==> src/rtl/caod_pkg.sv <==
// package for the arithmetic/logic opcode decoder: opcodes, selectors, cycle counts
// assumes a single 20 MHz processor clock domain
package caod_pkg;

	localparam logic [7:0] OP_PAIR_ADD_MASK = 8'hcf;
	localparam logic [7:0] OP_PAIR_ADD = 8'h09;
	localparam logic [4:0] OP_SUB_REG = 5'h12;
	localparam logic [4:0] OP_SBB_REG = 5'h13;
	localparam logic [4:0] OP_AND_REG = 5'h14;
	localparam logic [4:0] OP_XOR_REG = 5'h15;
	localparam logic [4:0] OP_OR_REG = 5'h16;
	localparam logic [4:0] OP_CMP_REG = 5'h17;
	localparam logic [7:0] OP_SUB_IMM = 8'hd6;
	localparam logic [7:0] OP_SBB_IMM = 8'hde;
	localparam logic [7:0] OP_AND_IMM = 8'he6;
	localparam logic [7:0] OP_XOR_IMM = 8'hee;
	localparam logic [7:0] OP_OR_IMM = 8'hf6;
	localparam logic [7:0] OP_CMP_IMM = 8'hfe;
	localparam logic [7:0] OP_ROT_LEFT = 8'h07;
	localparam logic [7:0] OP_ROT_RIGHT = 8'h0f;
	localparam logic [7:0] OP_ROT_LEFT_CY = 8'h17;
	localparam logic [7:0] OP_ROT_RIGHT_CY = 8'h1f;

	localparam logic [2:0] SEL_B = 3'h0;
	localparam logic [2:0] SEL_C = 3'h1;
	localparam logic [2:0] SEL_D = 3'h2;
	localparam logic [2:0] SEL_E = 3'h3;
	localparam logic [2:0] SEL_H = 3'h4;
	localparam logic [2:0] SEL_L = 3'h5;
	localparam logic [2:0] SEL_MEM = 3'h6;
	localparam logic [2:0] SEL_ACC = 3'h7;

	localparam logic [3:0] CYC_REG = 4'h4;
	localparam logic [3:0] CYC_MEM = 4'h7;
	localparam logic [3:0] CYC_PAIR = 4'ha;
	localparam logic [3:0] CYC_COND_SHORT = 4'h6;
	localparam logic [3:0] CYC_COND_LONG = 4'hc;

	typedef enum logic [3:0] {
		CAOD_NONE, CAOD_PAIR_ADD, CAOD_SUB, CAOD_SBB, CAOD_AND, CAOD_XOR, CAOD_OR,
		CAOD_CMP, CAOD_RLC, CAOD_RRC, CAOD_RAL, CAOD_RAR, CAOD_COND
	} caod_op_e;

	typedef enum logic [1:0] {
		CAOD_SRC_REG, CAOD_SRC_MEM, CAOD_SRC_IMM, CAOD_SRC_PAIR
	} caod_src_e;

	typedef enum logic [1:0] {CAOD_IDLE, CAOD_BUSY} caod_st_e;

	// decoded instruction as presented to the datapath
	typedef struct packed {
		caod_op_e op;
		caod_src_e src;
		logic [2:0] reg_sel;
		logic [1:0] pair_sel;
		logic writes_acc;
		logic writes_flags;
		logic use_borrow;
		logic [3:0] states;
	} caod_dec_s;

	typedef struct packed {
		caod_st_e st;
		logic [3:0] count;
		caod_dec_s dec;
		logic valid;
		logic busy;
		logic done;
		logic illegal;
	} caod_state_s;

endpackage

==> src/rtl/caod_decoder.sv <==
// opcode decode and clock-state accounting for the arithmetic/logic subset
// one opcode is held in decode while its clock states are counted down
// assumes opcode strobe and condition result come from logic on the same clock
// assumes the datapath fetches memory and immediate operands itself
//
// What this block does
// RQ1: selector codes B,C,D,E,H,L,memory via HL,accumulator are 000 through 111.
// RQ2: 00pp1001 adds pair BC, DE, HL or SP into HL in 10 states.
// RQ3: 10010sss subtracts register, 10011sss also subtracts borrow; 4 states each.
// RQ4: selector 110 on subtract forms reads memory at HL; 7 states.
// RQ5: 11010110 subtracts immediate, 11011110 with borrow; 7 states.
// RQ6: AND, XOR, OR, compare register groups decode at 10100..10111; 4 states.
// RQ7: selector 110 on logic groups reads memory at HL; 7 states.
// RQ8: immediate AND, XOR, OR, compare at e6, ee, f6, fe; 7 states.
// RQ9: rotates left, right, left/right through carry at 07,0f,17,1f; 4 states.
// RQ10: conditional instructions take short or long count by condition result.
// RQ11: compare sets flags like subtract but leaves accumulator unchanged.
module caod_decoder
	import caod_pkg::*;
(
	// clock and reset
	input wire logic mclk,
	input wire logic resetn,
	input wire logic clk_en,
	// opcode in
	input wire logic op_valid,
	input wire logic [7:0] opcode,
	// conditional instruction from the rest of the decoder
	input wire logic cond_instr,
	input wire logic cond_met,
	// decode out
	output caod_dec_s dec,
	output logic dec_valid,
	output logic dec_illegal,
	output logic busy,
	output logic done
);

	caod_state_s r;
	caod_state_s next_r;
	caod_dec_s d;

	// family members in matching order: code table and the op it selects
	localparam int ALU_N = 6;
	localparam int ROT_N = 4;
	localparam logic [4:0] ALU_REG_CODE [ALU_N] = '{
		OP_SUB_REG,
		OP_SBB_REG,
		OP_AND_REG,
		OP_XOR_REG,
		OP_OR_REG,
		OP_CMP_REG
	};

	localparam logic [7:0] ALU_IMM_CODE [ALU_N] = '{
		OP_SUB_IMM,
		OP_SBB_IMM,
		OP_AND_IMM,
		OP_XOR_IMM,
		OP_OR_IMM,
		OP_CMP_IMM
	};

	localparam caod_op_e ALU_OP [ALU_N] = '{
		CAOD_SUB,
		CAOD_SBB,
		CAOD_AND,
		CAOD_XOR,
		CAOD_OR,
		CAOD_CMP
	};

	localparam logic [7:0] ROT_CODE [ROT_N] = '{
		OP_ROT_LEFT,
		OP_ROT_RIGHT,
		OP_ROT_LEFT_CY,
		OP_ROT_RIGHT_CY
	};

	localparam caod_op_e ROT_OP [ROT_N] = '{
		CAOD_RLC,
		CAOD_RRC,
		CAOD_RAL,
		CAOD_RAR
	};

	// one match line per family member
	logic [ALU_N-1:0] alu_reg_hit;
	logic [ALU_N-1:0] alu_imm_hit;
	logic [ROT_N-1:0] rot_hit;
	logic pair_add_hit;
	logic sel_mem;
	logic alu_reg_any;
	logic alu_imm_any;
	logic rot_any;

	for (genvar gi = 0; gi < ALU_N; gi++) begin : g_match
		assign alu_reg_hit[gi] = (opcode[7:3] == ALU_REG_CODE[gi]); // [RQ3] [RQ6]
		assign alu_imm_hit[gi] = (opcode == ALU_IMM_CODE[gi]); // [RQ5] [RQ8]
		if (gi < ROT_N) begin : g_rot
			assign rot_hit[gi] = (opcode == ROT_CODE[gi]); // [RQ9]
		end
	end

	// pp picks the pair; the rest of the byte is fixed
	assign pair_add_hit = ((opcode & OP_PAIR_ADD_MASK) == OP_PAIR_ADD); // [RQ2]
	assign sel_mem = (opcode[2:0] == SEL_MEM); // [RQ4] [RQ7]
	assign alu_reg_any = |alu_reg_hit;
	assign alu_imm_any = |alu_imm_hit;
	assign rot_any = |rot_hit;

	// an opcode is only looked at between instructions
	logic take;
	logic last_state;
	assign take = op_valid && (r.st == CAOD_IDLE);
	assign last_state = (r.count == 4'h1);

	// combinational decode of the offered opcode
	always_comb begin
		d = '0;
		d.op = CAOD_NONE;
		d.src = CAOD_SRC_REG;
		d.reg_sel = opcode[2:0]; // [RQ1]
		d.pair_sel = opcode[5:4];
		// conditional timing wins: the byte then belongs to another family
		if (cond_instr) begin
			d.op = CAOD_COND;
			d.states = cond_met ? CYC_COND_LONG : CYC_COND_SHORT; // [RQ10]
		end else if (pair_add_hit) begin
			d.op = CAOD_PAIR_ADD; // [RQ2]
			d.src = CAOD_SRC_PAIR;
			d.writes_flags = 1'b1;
			d.states = CYC_PAIR;
		end else if (alu_reg_any) begin
			for (int i = 0; i < ALU_N; i++) begin
				if (alu_reg_hit[i]) begin
					d.op = ALU_OP[i]; // [RQ3] [RQ6]
				end
			end
			if (sel_mem) begin
				d.src = CAOD_SRC_MEM; // [RQ4] [RQ7]
				d.states = CYC_MEM;
			end else begin
				d.states = CYC_REG;
			end
		end else if (alu_imm_any) begin
			d.src = CAOD_SRC_IMM;
			d.states = CYC_MEM; // [RQ5] [RQ8]
			for (int i = 0; i < ALU_N; i++) begin
				if (alu_imm_hit[i]) begin
					d.op = ALU_OP[i]; // [RQ5] [RQ8]
				end
			end
		end else if (rot_any) begin
			// rotates act on the accumulator whatever the low bits say
			d.reg_sel = SEL_ACC;
			d.states = CYC_REG; // [RQ9]
			for (int i = 0; i < ROT_N; i++) begin
				if (rot_hit[i]) begin
					d.op = ROT_OP[i]; // [RQ9]
				end
			end
		end
		// anything else stays none with zero states and is reported illegal
		if (d.op != CAOD_NONE && d.op != CAOD_COND && d.op != CAOD_PAIR_ADD) begin
			d.writes_flags = 1'b1;
			// compare only sets flags
			d.writes_acc = (d.op != CAOD_CMP); // [RQ11]
		end
		d.use_borrow = (d.op inside {CAOD_SBB, CAOD_RAL, CAOD_RAR});
	end

	// one instruction at a time; count down its clock states
	always_comb begin
		next_r = r;
		next_r.done = 1'b0;
		next_r.valid = 1'b0;
		next_r.illegal = 1'b0;
		case (r.st)
			CAOD_IDLE: begin
				if (take) begin
					next_r.dec = d;
					if (d.op == CAOD_NONE) begin
						// unknown byte: flag it and stay idle, no done follows
						next_r.illegal = 1'b1;
					end else begin
						next_r.valid = 1'b1;
						// first state spent in this cycle
						next_r.count = d.states - 4'h1;
						next_r.st = CAOD_BUSY;
						next_r.busy = 1'b1;
					end
				end
			end
			CAOD_BUSY: begin
				// done shows in the cycle after the last state
				if (last_state) begin
					next_r.st = CAOD_IDLE;
					next_r.busy = 1'b0;
					next_r.done = 1'b1;
					next_r.count = '0;
				end else begin
					next_r.count = r.count - 4'h1;
				end
			end
			default: next_r = '0;
		endcase
	end

	// low clk_en holds every field, one-cycle pulses included
	always_ff @(posedge mclk or negedge resetn) begin
		if (!resetn) begin
			r <= '0;
		end else if (clk_en) begin
			r <= next_r;
		end
	end

	assign dec = r.dec;
	assign dec_valid = r.valid;
	assign dec_illegal = r.illegal;
	assign busy = r.busy;
	assign done = r.done;

endmodule

==> config.mk <==
export PLATFORM = sky130hd
export DESIGN_NAME = caod_decoder
export DESIGN_NICKNAME = d
export VERILOG_FILES = /design/src/rtl/caod_pkg.sv /design/src/rtl/caod_decoder.sv
export SDC_FILE = /design/constraint.sdc
export NUM_CORES = 1
export LEC_CHECK = 0
export CAP_MARGIN = 40
export CORE_UTILIZATION = 56
export CTS_BUF_LIST = sky130_fd_sc_hd__clkbuf_4 sky130_fd_sc_hd__clkbuf_8 sky130_fd_sc_hd__clkbuf_16
export CTS_CLUSTER_DIAMETER = 80
export CTS_CLUSTER_SIZE = 28
export DETAILED_ROUTE_END_ITERATION = 8
export DONT_BUFFER_PORTS = 1
export PLACE_DENSITY = 0.84
export SYNTH_ARGS = -nofsm -noshare
export SYNTH_HDL_FRONTEND = slang
export SYNTH_SLANG_ARGS = --single-unit
export TNS_END_PERCENT = 30
==> constraint.sdc <==
create_clock -name mclk -period 1.6 [get_ports mclk]
set_clock_uncertainty 0.15 [all_clocks]
set_input_delay 0.48 -clock mclk [delete_from_list [all_inputs] [get_ports mclk]]
set_output_delay 0.48 -clock mclk [all_outputs]
set_load 0.05 [all_outputs]
==> flow_summary.toml <==
[status]
status = "finished with violations"
violations = "setup timing"

[clocking]
cts_tree = "yes"
cts_buffer_depth = 2
cts.sinks = 27
clock_tree.htree_level_count = 1
clk_pin_slew_worst_paths_ns = 0.14
cts-root-buf = "clkbuf_4"
cts_buffers = 3
insertion_delay_ns = 0.32

[power]
sequentialPowerShare_pct = 62.4
switching_share_pct = 43.79
p_sw_mw = 1.004
clock_power_share_pct = 13.6
leakagePower_nw = 0.7210
pwr-share-comb_pct = 24.1
p_int_mw = 1.289
ir_worst_vdd_mv = 0.9613
power_mw = 2.293
power.density_mw_per_mm2 = 1391

[job]
maxCapViolCount = 0

[synthesis]
synth-adder-area-share_pct = 1.696
synth_edf_count = 0
avgSynthCellArea_um2 = 9.900
synth_ff_type = "dfrtp_1"
synth_top_area_cell = "dfrtp_1"
synth_top_area_share_pct = 45.80
synthCells = 149
syn_area_mm2 = 0.001475
synth-compound-area-share_pct = 17.47
async_reset_ff_share_pct = 100.0
ys_ff_latch = 27
synth_warnings = 0
synth.distinct_cells = 42
synth_simple_gate_area_share_pct = 16.62
yosys.area_share.xor_xnor_pct = 0
synth_mux_area_share_pct = 6.107
synth_top_family_by_area = "compound AO/OA/AOI/OAI gates"
synth_area_leaders = "dfrtp_1, buf_4, o21ai_0"
synth_fp_nets = 165
ys_seq_area_share_pct = 45.80

[worst_hold_path]
hold_start = "clk_en"
holdPathEnd = "dec_illegal$_DFFE_PN0P_"
whs_path_depth = 1
hold_class = "input port to flop"

[sta]
fin_crit_sh_pct = 102.3
fin_crit_ns = 1.637
rsz0062_at_grt = "yes"
slew_headroom_pct = 69.08
tightest_slew_ns = 0.4638
holdWs_ns = 0.09202
slew_violations = 0
max_freq_mhz = 611.0
setup_viol = 5
worst_slack_ns = -0.03662
hold_violations = 0

[critical_path]
r2r_end = "r[25]$_DFFE_PN0P_"
worstSetupEndpointType = "flop"
critPathRequiredTime_ns = 1.67
r2r_slack_ns = 0.02
critPathLaunchType = "input port"
r2r-start = "r[22]$_DFFE_PN0P_"
worstSetupPathType = "input port to flop"
ff2ff_path_depth = 4
path_max_fanout = 4
crit_arrival_ns = 1.71
crit_start = "opcode[7]"

[die]
die-area_mm2 = 0.002844
die_x_um = 53.33
design.core.area_mm2 = 0.002477
start_util_pct = 59.55
die-height_um = 53.33
rows = 18
ios = 36

[finish]
multi_input_area_um2 = 649.4
area_growth_pct = 11.70
fillers = 190
regArea_um2 = 701.9
fin_nets = 172
antennaDiodeCount = 0
final_cell_mix = "buf_4, dfrtp_2, nand2_1, o21ai_0"
final_core_util_pct = 66.52
layout_commonest_cell = "buf_4"
drive_gt1_share_pct = 42.58

[global_route]
grt_overflow_total = 0
grt_pass1_vias = 1070
antenna_found_initial = 0
grt_pass1_wl_mm = 4.843
met3_usage_pct = 6.034
grtUsageMet1_pct = 28.62
grt.total_usage_pct = 24.08
met2_usage_pct = 40.83
grt_start_max_net_pins = 28
busiest_layer = "met2"

[drt]
wl_per_cell_um = 16.22
num_vias = 1137
wirelength_mm = 3.001
drc = 0
vias_per_cell = 6.146
drtIter0Drc = 32
drtPass1Iterations = 4
ant_nets = 0

[placed_design]
place_hpwl_mm = 2.236
gp_congestion = 0.8944
io_buffers = 0
-- worst max path at each step --
stage / cells after the start / to
6_report: 5 / r[23]$_DFFE_PN0P_
3_3_place_gp: 5 / r[22]$_DFFE_PN0P_
4_1_cts: 5 / r[22]$_DFFE_PN0P_
5_1_grt: 0 / dec_valid
2_1_floorplan: 5 / r[22]$_DFFE_PN0P_
3_5_place_dp: 5 / r[23]$_DFFE_PN0P_
-- layout make-up --
cell class	count	share of cell area (%)
repair buffers	25	12.30
clock buffers	4	1.822
multi-input cells	92	39.41
well taps	30	2.278
flip-flops and latches	27	42.60
inverters	7	1.595
-- cells by family (layout without fill, tap and decap cells) --
logic type | after synthesis | count (layout)
adder cells (fa/ha/maj) | 2 | 2
flip-flops | 27 | 27
buffers and inverters | 30 | 36
multiplexers | 8 | 8
AND/OR/NAND/NOR | 44 | 44
AO/OA/AOI/OAI | 38 | 38
-- metrics by stage --
step	cells	setup WS (ns)	TNS [ns]	cell area, µm²
global route	185	-0.05062	-0.1932	1648
CTS	185	-0.03239	-0.2409	1622
floorplan	149	-0.3499	-2.557	1478
global placement	177	-0.3568	-3.316	1518
finish	185	-0.03662	-0.08965	1648
detailed placement	177	-0.3976	-4.090	1518
-- metal layers --
layer  up-vias  wire [µm]
met4         0         66
li1        522          -
met3         7        227
met1       554       1260
met2        54       1446
met5         -          0
-- state kept, by name (all words and copies together), names as in the netlist --
| signal | count |
|---|---|
| dec_illegal | 1 |
| done | 1 |
| r | 5 |
| busy | 1 |
| dec_valid | 1 |
| dec | 18 |
-- cell usage after synthesis, types with 2 or more instances --
master / count
buf_4: 18
inv_1: 7
nand3_2: 2
a21oi_1: 4
nand3_1: 3
nor2b_1: 2
nand2_1: 16
o22ai_1: 2
a21o_1: 2
mux2_1: 2
clkbuf_1: 4
a22o_1: 4
dfrtp_1: 27
ha_1: 2
o21ai_0: 14
nor2_1: 7
o211ai_1: 2
a32o_1: 2
mux2_2: 6
-- critical path: stages --
cell and delay [ns]:
or3b_4 0.38, or3_4 0.36, nand3_4 0.10, o21ai_2 0.08, mux2_4 0.30
-- power by group through the flow --
stage / sequential [mW] / clock (mW) / combinational [mW]
final: 1.43 / 0.311 / 0.552
after CTS: 1.42 / 0.322 / 0.535
after global placement: 1.41 / 0 / 0.461
after global routing: 1.45 / 0.356 / 0.618
after detailed placement: 1.42 / 0 / 0.493
after floorplan: 1.05 / 0 / 0.808
-- timing repair --
item	CTS	global route
resized for setup	17	10
setup buffers	2	0
endpoints found under the hold margin	27	0
endpoints found under the setup margin	26	17
hold buffers	2	0
Power figures use the tool's default switching activity.
